### src/slenc_cfg.svh
/*
  constants for the status lamp encoder: flash timing, divider width and address width.
  assumes a 100 MHz controller clock.
*/
`ifndef SLENC_CFG_SVH
`define SLENC_CFG_SVH
`define SLENC_CLK_MHZ        100
`define SLENC_FLASH_HALF_MS  250
`define SLENC_FLASH_HALF_CYC (`SLENC_FLASH_HALF_MS * 1000 * `SLENC_CLK_MHZ)
`define SLENC_DIV_W          32
`define SLENC_ADDR_W         6
`endif

### src/slenc_pkg.sv
/*
  types shared by the status lamp encoder files.
  assumes slenc_cfg.svh is compiled first.
*/
package slenc_pkg;
  // lamp colour: bit 0 green element, bit 1 red element
  typedef logic [1:0] slenc_color_t;
  typedef enum logic [2:0]
  {
    SLENC_HS_TEST  = 3'b000,
    SLENC_HS_RUN   = 3'b001
  } slenc_hstate_t;
endpackage : slenc_pkg

### src/slenc_flash_div.sv
/*
  shared flash phase divider for the status lamp encoder.
  assumes one free-running clock; phase toggles every half period.
*/
`timescale 1ns/1ps
`include "slenc_cfg.svh"
module slenc_flash_div
#(
  parameter logic [`SLENC_DIV_W-1:0] HALF_CYC = `SLENC_FLASH_HALF_CYC
)
(
  input  wire logic i_mclk,
  input  wire logic i_rst_n,
  output logic      o_phase
);
  logic [`SLENC_DIV_W-1:0] cnt_reg;
  logic                    phase_reg;
  wire                     wrap = (cnt_reg >= HALF_CYC - 1'b1);

  always_ff @(posedge i_mclk)
  begin
    if (!i_rst_n)
    begin
      cnt_reg   <= '0;
      phase_reg <= 1'b0;
    end
    else if (wrap)
    begin
      cnt_reg   <= '0;
      phase_reg <= ~phase_reg;
    end
    else
      cnt_reg <= cnt_reg + 1'b1;
  end

  assign o_phase = phase_reg;
endmodule : slenc_flash_div

### src/slenc_top.sv
/*
  status lamp encoder: maps controller status onto lamp patterns for the
  card, serial and network module health lamps.
  assumes status inputs are asynchronous levels; lamps are 2-bit colour.
*/
`timescale 1ns/1ps
`include "slenc_cfg.svh"
module slenc_top
#(
  parameter logic [`SLENC_DIV_W-1:0] HALF_CYC = `SLENC_FLASH_HALF_CYC,
  parameter bit                      HAS_SECOND_CH = 1'b1
)
(
  input  wire logic                     i_mclk,
  input  wire logic                     i_rst_n,
  input  wire logic                     i_card_busy,
  input  wire logic                     i_card_fs_bad,
  input  wire logic                     i_ser0_default,
  input  wire logic                     i_ser0_traffic,
  input  wire logic                     i_ser1_traffic,
  input  wire logic                     i_ctl_faulted,
  input  wire logic                     i_major_fault,
  input  wire logic                     i_fw_update,
  input  wire logic                     i_fw_invalid,
  input  wire logic                     i_dup_addr,
  input  wire logic                     i_host_started,
  input  wire logic                     i_conn_up,
  input  wire logic [`SLENC_ADDR_W-1:0] i_addr_sw,
  output slenc_pkg::slenc_color_t       o_card_activity_lamp,
  output slenc_pkg::slenc_color_t       o_default_serial_cfg_lamp,
  output slenc_pkg::slenc_color_t       o_first_serial_activity_lamp,
  output slenc_pkg::slenc_color_t       o_second_serial_activity_lamp,
  output slenc_pkg::slenc_color_t       o_module_health_lamp,
  output logic                          o_self_test
);
  import slenc_pkg::*;

  localparam int NS = 12 + `SLENC_ADDR_W;
  localparam slenc_color_t OFF = 2'b00;
  localparam slenc_color_t GRN = 2'b01;
  localparam slenc_color_t RED = 2'b10;

  // two-stage synchronisers, one per input bit
  wire  [NS-1:0] raw = {i_addr_sw, i_conn_up, i_host_started, i_dup_addr,
                        i_fw_invalid, i_fw_update, i_major_fault,
                        i_ctl_faulted, i_ser1_traffic, i_ser0_traffic,
                        i_ser0_default, i_card_fs_bad, i_card_busy};
  logic [NS-1:0] s1_reg;
  logic [NS-1:0] s2_reg;
  genvar g;
  generate
    for (g = 0; g < NS; g++)
    begin : g_sync
      always_ff @(posedge i_mclk)
      begin
        if (!i_rst_n)
        begin
          s1_reg[g] <= 1'b0;
          s2_reg[g] <= 1'b0;
        end
        else
        begin
          s1_reg[g] <= raw[g];
          s2_reg[g] <= s1_reg[g];
        end
      end
    end
  endgenerate

  wire card_busy   = s2_reg[0];
  wire card_fs_bad = s2_reg[1];
  wire ser0_def    = s2_reg[2];
  wire ser0_tfc    = s2_reg[3];
  wire ser1_tfc    = s2_reg[4];
  wire ctl_fault   = s2_reg[5];
  wire major_fault = s2_reg[6];
  wire fw_update   = s2_reg[7];
  wire fw_invalid  = s2_reg[8];
  wire dup_addr    = s2_reg[9];
  wire host_start  = s2_reg[10];
  wire conn_up     = s2_reg[11];
  wire [`SLENC_ADDR_W-1:0] addr_sw = s2_reg[NS-1:12];

  // single phase source keeps every flashing lamp in step
  logic phase;
  slenc_flash_div #(.HALF_CYC(HALF_CYC)) u_div
  (
    .i_mclk  (i_mclk),
    .i_rst_n (i_rst_n),
    .o_phase (phase)
  );

  // node address latch: taken on the first cycle after synchronisers fill
  logic [1:0]               boot_cnt_reg;
  logic                     addr_held_reg;
  logic [`SLENC_ADDR_W-1:0] addr_boot_reg;
  wire boot_take = (boot_cnt_reg == 2'h2) && !addr_held_reg;
  always_ff @(posedge i_mclk)
  begin
    if (!i_rst_n)
    begin
      boot_cnt_reg  <= 2'h0;
      addr_held_reg <= 1'b0;
      addr_boot_reg <= '0;
    end
    else
    begin
      if (boot_cnt_reg != 2'h2)
        boot_cnt_reg <= boot_cnt_reg + 2'h1;
      if (boot_take)
      begin
        addr_held_reg <= 1'b1;
        addr_boot_reg <= addr_sw;
      end
    end
  end
  wire addr_moved = addr_held_reg && (addr_sw != addr_boot_reg);

  // health state: self-test until the host has communicated with the card
  slenc_hstate_t hs_reg;
  slenc_hstate_t hs_next;
  always_comb
  begin
    case (hs_reg)
      SLENC_HS_TEST: hs_next = host_start ? SLENC_HS_RUN : SLENC_HS_TEST;
      SLENC_HS_RUN:  hs_next = SLENC_HS_RUN;
      default:       hs_next = SLENC_HS_TEST;
    endcase
  end
  always_ff @(posedge i_mclk)
  begin
    if (!i_rst_n)
      hs_reg <= SLENC_HS_TEST;
    else
      hs_reg <= hs_next;
  end

  // pattern helpers
  wire          blink   = phase;
  wire          fl_on   = blink;
  slenc_color_t alt_rg;
  assign alt_rg = blink ? RED : GRN;

  // card lamp: fault flashing red outranks activity
  slenc_color_t card_next;
  assign card_next = card_fs_bad ? (fl_on ? RED : OFF) :
                     card_busy   ? (fl_on ? GRN : OFF) :
                                   OFF;

  slenc_color_t dcfg_next;
  assign dcfg_next = ser0_def ? GRN : OFF;

  slenc_color_t ch0_next;
  slenc_color_t ch1_next;
  assign ch0_next = (ser0_tfc && fl_on) ? GRN : OFF;
  assign ch1_next = (HAS_SECOND_CH && ser1_tfc && fl_on) ? GRN : OFF;

  // health lamp priority: faults first, then self-test, then connections
  wire minor = fw_update || fw_invalid || addr_moved || dup_addr;
  slenc_color_t ms_next;
  assign ms_next =
    ctl_fault               ? OFF :
    major_fault             ? RED :
    minor                   ? (fl_on ? RED : OFF) :
    (hs_reg == SLENC_HS_TEST) ? alt_rg :
    conn_up                 ? GRN :
                              (fl_on ? GRN : OFF);

  // every lamp leaves through its own flop so pins never glitch
  slenc_color_t card_reg;
  slenc_color_t dcfg_reg;
  slenc_color_t ch0_reg;
  slenc_color_t ch1_reg;
  slenc_color_t ms_reg;
  logic         st_reg;
  wire          st_next = (hs_next == SLENC_HS_TEST);

  always_ff @(posedge i_mclk)
  begin
    if (!i_rst_n)
      card_reg <= OFF;
    else
      card_reg <= card_next;
  end

  always_ff @(posedge i_mclk)
  begin
    if (!i_rst_n)
      dcfg_reg <= OFF;
    else
      dcfg_reg <= dcfg_next;
  end

  always_ff @(posedge i_mclk)
  begin
    if (!i_rst_n)
      ch0_reg <= OFF;
    else
      ch0_reg <= ch0_next;
  end

  // with the second channel absent this flop simply stays dark
  always_ff @(posedge i_mclk)
  begin
    if (!i_rst_n)
      ch1_reg <= OFF;
    else
      ch1_reg <= ch1_next;
  end

  always_ff @(posedge i_mclk)
  begin
    if (!i_rst_n)
      ms_reg <= OFF;
    else
      ms_reg <= ms_next;
  end

  // self-test flag follows the next state so it drops one cycle before the lamp change
  always_ff @(posedge i_mclk)
  begin
    if (!i_rst_n)
      st_reg <= 1'b1;
    else
      st_reg <= st_next;
  end

  assign o_card_activity_lamp          = card_reg;
  assign o_default_serial_cfg_lamp     = dcfg_reg;
  assign o_first_serial_activity_lamp  = ch0_reg;
  assign o_second_serial_activity_lamp = ch1_reg;
  assign o_module_health_lamp          = ms_reg;
  assign o_self_test                   = st_reg;
endmodule : slenc_top

### config.mk
export PLATFORM = sky130hd
export DESIGN_NAME = slenc_top
export DESIGN_NICKNAME = d
export VERILOG_FILES = /design/src/slenc_pkg.sv /design/src/slenc_flash_div.sv /design/src/slenc_top.sv
export VERILOG_INCLUDE_DIRS = /design/src
export SDC_FILE = /design/constraint.sdc
export NUM_CORES = 1
export LEC_CHECK = 0
export BUFFER_PORTS_ARGS = -buffer_cell sky130_fd_sc_hd__buf_2
export CAP_MARGIN = 20
export CORE_MARGIN = 2
export CORE_UTILIZATION = 45
export CTS_BUF_LIST = sky130_fd_sc_hd__clkbuf_4 sky130_fd_sc_hd__clkbuf_8 sky130_fd_sc_hd__clkbuf_16
export DETAILED_ROUTE_END_ITERATION = 6
export GPL_TIMING_DRIVEN = 0
export PLACE_DENSITY = 0.7
export SYNTH_ARGS = -nofsm -noshare
export SYNTH_HDL_FRONTEND = slang
export SYNTH_SLANG_ARGS = --single-unit
### constraint.sdc
create_clock -name i_mclk -period 5.4 [get_ports i_mclk]
set_clock_uncertainty 0.05 [all_clocks]
set_input_delay 0.81 -clock i_mclk [delete_from_list [all_inputs] [get_ports i_mclk]]
set_output_delay 0.81 -clock i_mclk [all_outputs]
set_load 0.02 [all_outputs]
# == Word-level counts from Yosys, hierarchy flattened ==
# Index checks and enable logic that the tools add are counted.
# totals
register_bits,92
latch_bits,0
ramBits,0
rom_bits,0
input_bits,20
out_inout_bits,11
word_cells,85
mem_count,0
# classes
add_sub_neg,2
multipliers,0
n_div,0
magnitude_cmp,1
n_eq_ne,4
n_shift,0
n_mux,14
bitwise_logic,2
reduce_logical,13
# ops
op,count
$add A32 B1 Y32 const B,1
$ge A32 B25 Y1 const B,1
$mux W2,7
$logic_not A3 Y1,2
$mux W1,6
$ne A6 B6 Y1,1
$logic_and A1 B1 Y1,4
$reduce_or A2 Y1,2
$eq A3 B1 Y1 const B,1
$logic_or A1 B1 Y1,3
$reduce_or A3 Y1,1
$add A2 B1 Y2 const B,1
$eq A2 B2 Y1 const B,1
$ne A2 B2 Y1 const B,1
$not A1 Y1,2
$pmux W1 S2,1
$logic_not A1 Y1,1

# == Logic depth before layout (Yosys ltp) ==
# Gate-level depths: netlist (run 1).
# depth
ltp_word,6
mapped_depth,7
depth_no_buf,6

# == Modules after synthesis ==
# From an unflattened synthesis (run 1), not the netlist that was laid out.
# hier_totals
hier_cells,309
area_unflattened_um2,3186.8
# by_module_without_submodules
module,instances,cells_each,area_per_inst_um2,seq_area_each_um2
slenc_top,1,144,1686.6,1081.0
slenc_flash_div,1,165,1500.2,660.6

# == Worst setup path after synthesis (run 1) ==
# No wires, ideal clock.
# synth_timing
kind,register -> register
startpoint,register u_div.cnt_reg[0]
endpoint,register u_div.cnt_reg[24]
setup_time_ns,0.115
arrival_ns,1.603
t_required_ns,5.235
setup_slack_ns,3.632
stages_incl_launch_ff,8
path_buffers,1
period_less_slack_ns,1.768
path_cell_list,dfxtp_1 -> ha_1 -> and4_1 -> nand2_1 -> a2111oi_2 -> nand3b_4 -> buf_4 -> nor2_1
# synth_via
elab_chain_cells,2
# synth_lines
item,line,text
start: declaration,slenc_flash_div.sv:16,logic [`SLENC_DIV_W-1:0] cnt_reg;
start signal: assignment,slenc_flash_div.sv:33,cnt_reg <= cnt_reg + 1'b1;
$ge A32 B25 Y1,slenc_flash_div.sv:18,wire wrap = (cnt_reg >= HALF_CYC - 1'b1);
$reduce_or A2 Y1 (no line),--,
# Several ways; a longest one is shown, not always the timed one.
# A chain may end at the register's enable or synchronous reset.

# == Final worst setup path (run 1) ==
# layout_timing
startpoint,register u_div.cnt_reg[0]
endpoint,register u_div.cnt_reg[19]
# Same word-level chain as after synthesis.

==> flow_metrics.py, run 1 <==
metrics = {
    "setup_path": {
        "r2r_cells": 7,
        "r2r-end": "u_div.cnt_reg[19]",
        "cp_max_fo": 10,
        "crit_path_end_kind": "flip-flop",
        "critPathKind": "flip-flop to flip-flop",
        "worstPathArrival_ns": 2.22,
        "ff2ff_setup_slack_ns": 3.37,
        "worstPathRequired_ns": 5.59,
        "slowest_stage": "a2111oi_2",
        "reg2reg_from": "u_div.cnt_reg[0]",
        "path_cells": "ha_1, and4_1, nand2_1, a2111oi_2, nand3b_4, buf_4, nor2_1",
        "start_kind": "flip-flop",
        "slowest_delay_ns": 0.40,
    },
    "synth": {
        "synthXorXnorAreaFrac_pct": 8.06,
        "yosys_register_bits": 87,
        "ys_types": 36,
        "synth-compound-area-share_pct": 2.79,
        "ys_warn_count": 0,
        "synth_top_area_share_pct": 57.2,
        "ys.flop_type": "dfxtp_1",
        "yosysTopAreaCell": "dfxtp_1",
        "yosysMostFrequentCell": "dfxtp_1",
        "avgSynthCellArea_um2": 10.4,
        "netlist_instances": 292,
        "synthMuxAreaShare_pct": 2.30,
        "synth_top_family_by_area": "simple AND/OR/NAND/NOR gates",
        "synthSimpleGateAreaFrac_pct": 25.7,
        "netlist_area_um2": 3040,
        "synth_fa_ha_area_share_pct": 0.822,
        "synth_seq_area_share_pct": 57.2,
        "synth-edff-count": 0,
        "synth_area_leaders": "dfxtp_1, and2_1, xnor2_1, nor2_1, xor2_1",
        "synthArstFlopShare_pct": 0,
        "synthTopCellsByCount": "dfxtp_1, and2_1, nor2_1",
    },
    "placement": {
        "dp_hpwl_um": 3250,
        "gp_congestion": 0.893,
        "placedInstanceArea_um2": 3300,
        "io_buffer_count": 26,
        "detailedPlace.worstSlack_ns": 3.37,
    },
    "routing": {
        "drc": 0,
        "drtIter0Drc": 62,
        "vias_per_cell": 4.70,
        "dr.pass1.iters": 4,
        "routed_wl_um": 4600,
        "wl_per_cell_um": 11.0,
        "ant_nets": 0,
        "vias": 1975,
    },
    "die": {
        "io_pins": 31,
        "coreArea_um2": 6460,
        "initial_core_util_pct": 47.1,
        "num_rows": 29,
        "die_area_um2": 7440,
        "die_y_um": 86.3,
        "die_x_um": 86.3,
    },
    "clocking": {
        "postCtsSetupRepairBufs": 0,
        "insertion_delay_ns": 0.34,
        "clock-sinks": 87,
        "path_clk_slew_ns": 0.08,
        "cts-resized-gates": 0,
        "cts_buffers": 9,
        "hold_buffers": 0,
        "root_buffer": "clkbuf_8",
        "cts_tree": "yes",
        "clk_path_buf_depth": 2,
        "cts-htree-levels": 3,
    },
    "sta": {
        "setup_ws_ns": 3.37,
        "hold_ws_ns": 0.381,
        "drv_slew": 0,
        "setup_viol": 0,
        "rsz0062_at_grt": "no",
        "tns_ns": 0,
        "fin_crit_sh_pct": 37.7,
        "hold_viol": 0,
        "clock.fmax_ghz": 0.491,
        "finalCriticalPeriod_ns": 2.03,
    },
    "grt": {
        "antenna_found_initial": 0,
        "grt_max_degree": 16,
        "grt_overflow_total": 0,
        "groute.usage.overall_pct": 14.0,
        "grt_pass1_vias": 1854,
        "grt_first_pass_wirelength_um": 8180,
    },
    "cells_and_area": {
        "stdcell_area_um2": 3480,
        "regArea_um2": 1740,
        "fin_nets": 360,
        "syn_to_final_growth_pct": 14.2,
        "multi_input_area_um2": 1250,
        "final_layout_size_suffix_gt1_share_pct": 16.6,
        "largest_register_ff_count": 32,
        "fillers": 613,
        "antenna_cells": 0,
    },
    "power_and_ir_drop": {
        "ir_worst_vdd_mv": 0.203,
        "total_power_mw": 1.16,
        "powerDensity_nw_per_um2": 332,
        "p_leak_nw": 1.39,
    },
    "worst_hold_path": {
        "hold_start": "card_fs_bad",
        "hold_path_end": "o_card_activity_lamp[0]",
        "min_path_cells": 1,
        "holdCritPathClass": "flip-flop to flip-flop",
    },
    "status": {
        "status": "completed",
    },
    "flow_run": {
        "maxCapViolCount": 0,
    },
}
-- how the worst max path moves through the flow --
stage | cells past startpoint | to | startpoint | slack, ns
after floorplan | 7 | u_div.cnt_reg[24] | u_div.cnt_reg[0] | 3.63
after global placement | 7 | u_div.cnt_reg[22] | u_div.cnt_reg[0] | 3.38
after detailed placement | 6 | u_div.cnt_reg[24] | u_div.cnt_reg[28] | 3.37
after CTS | 6 | u_div.cnt_reg[6] | u_div.cnt_reg[28] | 3.34
after global routing | 7 | u_div.cnt_reg[8] | u_div.cnt_reg[0] | 3.23
final | 7 | u_div.cnt_reg[19] | u_div.cnt_reg[0] | 3.37
-- critical path: cells and delay by family (launching register included) --
family                     cells  cell delay (ns)
AOI/OAI and AO/OA              1             0.40
adders and majority gates      1             0.20
buffers and inverters          1             0.20
DFF                            1             0.36
and+or+nand+nor                4             0.72
-- layout make-up --
| type | instances | share of cell area (%) |
|---|---|---|
| tap | 77 | 2.77 |
| sequential | 87 | 50.1 |
| buffer | 12 | 1.84 |
| clock buffer | 9 | 3.56 |
| clock inverter | 7 | 1.37 |
| timing repair buffer | 26 | 3.74 |
| multi-input combinational | 195 | 35.9 |
| inverter | 7 | 0.756 |
-- power breakdown --
group / internal (mW) / total (mW) / switching, mW
logic: 0.0433 / 0.0836 / 0.0402
registers: 0.670 / 0.683 / 0.0129
clock network: 0.167 / 0.388 / 0.222
-- layer usage --
metal  part of all wire, %  GRT usage [%]  wire length (um)  up-vias
met3                   4.1           4.10               190       12
li1                      -              -                 -     1038
met1                    48           17.8              2190      894
met5                     0              0                 0        -
met4                   2.7           7.24               124        0
met2                    46           21.8              2100       31
-- per-stage QoR --
step,instances,utilization [%]
after floorplan,301,-
after global placement,404,51.2
after CTS,420,53.8
final,420,53.8
after global routing,420,53.8
after detailed placement,404,51.2
-- kinds of logic (layout without fill, tap and decap cells) --
family / after synthesis / after routing
adders and majority gates: 2 / 2
buffers and inverters: 19 / 61
other: 1 / 10
and+or+nand+nor: 136 / 136
AOI/OAI and AO/OA: 12 / 12
muxes: 7 / 7
xor gates and xnor gates: 28 / 28
DFF: 87 / 87
-- layout by cell type, fill, tap and decap left out, types with 2 or more instances in the layout --
master / Yosys / routed
and3_1: 4 / 4
nor3b_1: 2 / 2
a31oi_1: 3 / 3
nand4_1: 6 / 6
nor2b_1: 8 / 8
xor2_1: 13 / 13
nor3_1: 4 / 4
dfxtp_1: 87 / 87
nand4_2: 2 / 2
ha_1: 2 / 2
buf_4: 5 / 5
nor2_1: 32 / 32
nand2_1: 15 / 15
o21a_1: 2 / 2
clkbuf_8: 0 / 9
nor4_1: 3 / 3
and2_1: 41 / 41
nand3_1: 7 / 7
conb_1: 1 / 10
mux2i_1: 7 / 7
o21ai_0: 4 / 4
clkbuf_1: 7 / 7
clkinvlp_4: 0 / 2
buf_2: 0 / 26
clkinv_2: 0 / 3
inv_1: 7 / 7
xnor2_1: 15 / 15
and4_1: 3 / 3
(Power assumes the default switching activity.)
==> run 2: changes to the inputs <==
Settings changed: PLACE_DENSITY 0.7 to 0.72.
Clock period 5.4 ns to 1.8 ns, I/O delays scaled along.
==> flow_metrics.py, run 2 (synthesis results as in run 1) <==
metrics = {
    "status": {
        "status": "completed",
    },
    "setup_path": {
        "crit_path_end_kind": "flip-flop",
        "ff2ff_setup_slack_ns": 0.007,
        "r2r_cells": 6,
        "start_kind": "flip-flop",
        "worstPathArrival_ns": 2.03,
        "worstPathRequired_ns": 2.03,
        "setup.worst_path.start": "u_div.cnt_reg[10]",
        "crit_end": "u_div.cnt_reg[6]",
        "cp_max_fo": 5,
        "reg2reg_from": "u_div.cnt_reg[10]",
        "r2r-end": "u_div.cnt_reg[6]",
        "critPathKind": "flip-flop to flip-flop",
    },
    "power_and_ir_drop": {
        "clkPwrFrac_pct": 36.8,
        "p_switching_mw": 0.839,
        "p_sw_share_pct": 23.0,
        "combPwrFrac_pct": 6.9,
        "p_seq_share_pct": 56.3,
        "powerDensity_nw_per_um2": 988,
        "ir_worst_vdd_mv": 0.592,
        "p_int_mw": 2.81,
        "p_leak_nw": 1.48,
    },
    "cells_and_area": {
        "fin_nets": 369,
        "antenna_cells": 0,
        "final_layout_size_suffix_gt1_share_pct": 25.9,
        "final_common_cell": "dfxtp_1",
        "syn_to_final_growth_pct": 21.4,
        "largest_register_ff_count": 32,
        "layout.cells.most_common_list": "dfxtp_1, and2_1, buf_2",
        "layout.cells.non_filler": 429,
    },
    "placement": {
        "dp_hpwl_um": 3310,
        "io_buffer_count": 26,
        "gp_congestion": 0.794,
        "placedCellCount": 404,
        "detailedPlace.worstSlack_ns": -0.264,
    },
    "grt": {
        "groute.usage.overall_pct": 14.4,
        "grt_first_pass_wirelength_um": 8290,
        "grt_max_degree": 16,
        "grt_overflow_total": 0,
        "antenna_found_initial": 0,
        "grt_pass1_vias": 1862,
    },
    "sta": {
        "tns_ns": 0,
        "clock.fmax_ghz": 0.558,
        "hold_ws_ns": 0.0775,
        "fin_crit_sh_pct": 99.6,
        "setup_viol": 0,
        "finalCriticalPeriod_ns": 1.79,
        "hold_viol": 0,
        "setup_ws_ns": 0.00661,
        "drv_slew": 0,
        "rsz0062_at_grt": "yes",
    },
    "routing": {
        "wl_met3_um": 203,
        "routed.top_layer": "met4",
        "drtIter0Drc": 115,
        "vias": 1980,
        "wl_per_cell_um": 11.6,
        "m1WireLength_um": 2340,
        "vias_per_cell": 4.62,
        "drc": 0,
        "ant_nets": 0,
        "wl_met2_um": 2320,
        "routed_wl_um": 4970,
        "dr.pass1.iters": 4,
    },
    "die": {
        "initial_core_util_pct": 47.1,
        "io_pins": 31,
        "die_area_um2": 7440,
        "die_y_um": 86.3,
        "coreArea_um2": 6460,
        "num_rows": 29,
        "die_x_um": 86.3,
    },
    "clocking": {
        "root_buffer": "clkbuf_8",
        "clk_path_buf_depth": 2,
        "cts_tree": "yes",
        "cts_buffers": 9,
        "path_clk_slew_ns": 0.09,
        "cts-htree-levels": 3,
        "insertion_delay_ns": 0.34,
        "clock-sinks": 87,
    },
    "worst_hold_path": {
        "holdCritPathClass": "input pin to flip-flop",
    },
    "flow_run": {
        "maxCapViolCount": 0,
    },
}
==> run 2: power by group through the flow <==
stage / Combinational [mW] / Sequential (mW) / Clock, mW
6_report: 0.252 / 2.05 / 1.34
5_1_grt: 0.287 / 2.06 / 1.46
4_1_cts: 0.255 / 2.05 / 1.37
3_5_place_dp: 0.250 / 2.10 / 0
3_3_place_gp: 0.248 / 2.09 / 0
2_1_floorplan: 0.187 / 2.09 / 0
==> run 2: worst min path at each step <==
stage,from,cells past startpoint,slack (ns),to
floorplan,card_fs_bad,1,0.34,o_card_activity_lamp[0]
global placement,s1_reg[2],1,0.37,ser0_def
detailed placement,s1_reg[13],1,0.37,addr_sw[1]
CTS,i_addr_sw[1],2,0.06,s1_reg[13]
global route,i_addr_sw[4],2,0.06,s1_reg[16]
finish,i_addr_sw[4],2,0.08,s1_reg[16]
==> run 2: layout make-up <==
cell class                 instances  area, um^2
buffer                            12        71.3
clock buffer                      10         131
clock inverter                     6        70.1
fill                             540        2760
inverter                           7        26.3
multi-input combinational        195        1340
sequential                        87        1750
tap                               77        96.3
timing repair buffer              35         209
==> run 2: through the flow <==
stage               util [%]  total power, mW  instance area (um^2)
floorplan                  -             2.28                  3080
global placement        51.2             2.34                  3300
detailed placement      51.2             2.35                  3300
CTS                     56.7             3.68                  3660
global route            57.2             3.81                  3690
finish                  57.2             3.65                  3690
==> run 2: worst max-delay path: stages, from the launching register on <==
cell and delay, ns:
dfxtp_2 0.33, or4_4 0.55, nor3_4 0.21, a2111oi_4 0.10
nand3b_4 0.22, buf_6 0.18, nor2_1 0.11
==> run 2: routing by layer <==
| layer | up-vias | GRT usage (%) |
|---|---|---|
| met5 | - | 0 |
| met4 | 0 | 7.39 |
| met3 | 13 | 4.29 |
| met2 | 36 | 23.3 |
| met1 | 878 | 17.4 |
| li1 | 1053 | - |
==> run 2: what timing repair did <==
action                                 CTS  global route
setup endpoints to repair               26            25
buffers inserted                         7             0
pin swaps                                5            11
resized for setup                       27            11
endpoints found under the hold margin    0             0
hold buffers                             0             0
cloned                                   2             0
==> run 3: changes to the inputs <==
Settings changed: CORE_ASPECT_RATIO from default to 1.4.
==> flow_metrics.py, run 3 (synthesis results as in run 1) <==
metrics = {
    "setup_path": {
        "crit_path_end_kind": "flip-flop",
        "worstPathRequired_ns": 2.00,
        "critPathKind": "flip-flop to flip-flop",
        "cp_max_fo": 5,
        "start_kind": "flip-flop",
        "slowest_delay_ns": 0.38,
        "worstPathArrival_ns": 1.98,
        "critical-path-top-delay-family": "simple AND/OR/NAND/NOR gates",
        "critPathBufInv": 1,
        "path_cells": "ha_4, and4_4, nand2_4, a2111oi_4, nand3b_4, buf_6, nor2_1",
        "slowest_stage": "dfxtp_1",
    },
    "sta": {
        "hold_viol": 0,
        "finalCriticalPeriod_ns": 1.78,
        "fin_crit_sh_pct": 99.1,
        "clock.fmax_ghz": 0.561,
        "setup_viol": 0,
        "tns_ns": 0,
        "setup_ws_ns": 0.0169,
        "rsz0062_at_grt": "yes",
        "drv_slew": 0,
    },
    "clocking": {
        "cts_buffers": 9,
        "hold_buffers": 0,
        "root_buffer": "clkbuf_8",
        "cts_tree": "yes",
        "clk_path_buf_depth": 2,
        "insertion_delay_ns": 0.35,
        "clock-sinks": 87,
        "cts-htree-levels": 3,
        "path_clk_slew_ns": 0.08,
    },
    "grt": {
        "grt_overflow_total": 0,
        "groute.usage.overall_pct": 14.9,
        "antenna_found_initial": 0,
        "grt_first_pass_wirelength_um": 8360,
        "grt_max_degree": 16,
        "grt_pass1_vias": 1925,
    },
    "power_and_ir_drop": {
        "ir_worst_vdd_mv": 0.485,
        "p_int_mw": 2.81,
        "clkPwrFrac_pct": 36.8,
        "p_leak_nw": 1.45,
        "p_seq_share_pct": 56.1,
        "p_sw_share_pct": 23.2,
        "p_switching_mw": 0.849,
        "powerDensity_nw_per_um2": 1010,
        "combPwrFrac_pct": 7.1,
    },
    "cells_and_area": {
        "layout.cells.non_filler": 420,
        "layout.cells.most_common_list": "dfxtp_1, and2_1, nor2_1",
        "fin_nets": 363,
        "syn_to_final_growth_pct": 19.6,
        "final_layout_size_suffix_gt1_share_pct": 22.0,
        "largest_register_ff_count": 32,
        "antenna_cells": 0,
        "final_common_cell": "dfxtp_1",
    },
    "die": {
        "io_pins": 31,
        "initial_core_util_pct": 46.3,
        "die_area_um2": 7450,
        "die_x_um": 73.5,
        "coreArea_um2": 6570,
        "num_rows": 35,
        "die_y_um": 101,
    },
    "worst_hold_path": {
        "holdCritPathClass": "input pin to flip-flop",
    },
    "placement": {
        "placedCellCount": 401,
        "io_buffer_count": 26,
        "detailedPlace.worstSlack_ns": -0.236,
        "dp_hpwl_um": 3490,
        "gp_congestion": 0.770,
    },
    "flow_run": {
        "maxCapViolCount": 0,
    },
    "routing": {
        "vias_per_cell": 4.75,
        "routed_wl_um": 5020,
        "wl_per_cell_um": 12.0,
        "vias": 1994,
        "dr.pass1.iters": 4,
        "drc": 0,
        "ant_nets": 0,
        "drtIter0Drc": 65,
    },
    "status": {
        "status": "completed",
    },
}
run 3: changes by cell type in the layout (fill, tap and decap cells not counted), sizes merged:
cell,change
inv,+1
clkinv,-2
buf,-6
clkinvlp,+1
run 3: worst paths after layout:
kind / startpoint / to / slack [ns] / depth (start not counted)
setup / recovery: u_div.cnt_reg[1] / u_div.cnt_reg[5] / 0.02 / 7
hold / removal: i_addr_sw[5] / s1_reg[17] / 0.07 / 2
setup reg to reg: u_div.cnt_reg[1] / u_div.cnt_reg[5] / 0.02 / 7
hold reg to reg: card_fs_bad / o_card_activity_lamp[0] / 0.38 / 1
run 3: routing by layer:
layer / GRT usage, % / wire, um / up-vias
li1: - / - / 1041
met1: 16.2 / 2190 / 913
met2: 25.2 / 2550 / 30
met3: 5.57 / 180 / 10
met4: 7.41 / 102 / 0
met5: 0 / 0 / -
run 3: layout make-up:
cell class	instances	area, um^2
fillers	596	2930
flip-flops and latches	87	1750
multi-input cells	195	1340
repair buffers	29	160
clock buffers	10	131
well taps	74	92.6
plain buffers	12	75.1
clock inverters	6	68.8
inverters	7	26.3
run 3: stage by stage:
step                hold WS (ns)  total power, mW  instance area, um^2  util, %
floorplan                  0.339             2.28                 3080        -
global placement           0.352             2.34                 3300     50.2
detailed placement         0.363             2.36                 3300     50.2
CTS                       0.0579             3.70                 3570     54.4
global route              0.0543             3.83                 3640     55.4
finish                    0.0749             3.66                 3640     55.4
run 3: what timing repair did:
item / in CTS / in global routing
gates resized for setup: 14 / 16
pin swaps: 2 / 9
buffers inserted: 2 / 0
gates cloned: 0 / 1
setup endpoints to repair: 26 / 26
run 3: worst reg2reg max path, cell delays in order, from the launching register on:
cell and delay [ns]:
dfxtp_1 0.38, ha_4 0.16, and4_4 0.25, nand2_4 0.08, a2111oi_4 0.31, nand3b_4 0.24, buf_6 0.16, nor2_1 0.04
run 3: power by group through the flow:
stage / Combinational [mW] / Sequential [mW] / Clock [mW]
final: 0.260 / 2.05 / 1.35
after global routing: 0.297 / 2.07 / 1.46
after CTS: 0.265 / 2.05 / 1.39
after detailed placement: 0.261 / 2.10 / 0
after global placement: 0.251 / 2.09 / 0
after floorplan: 0.187 / 2.09 / 0
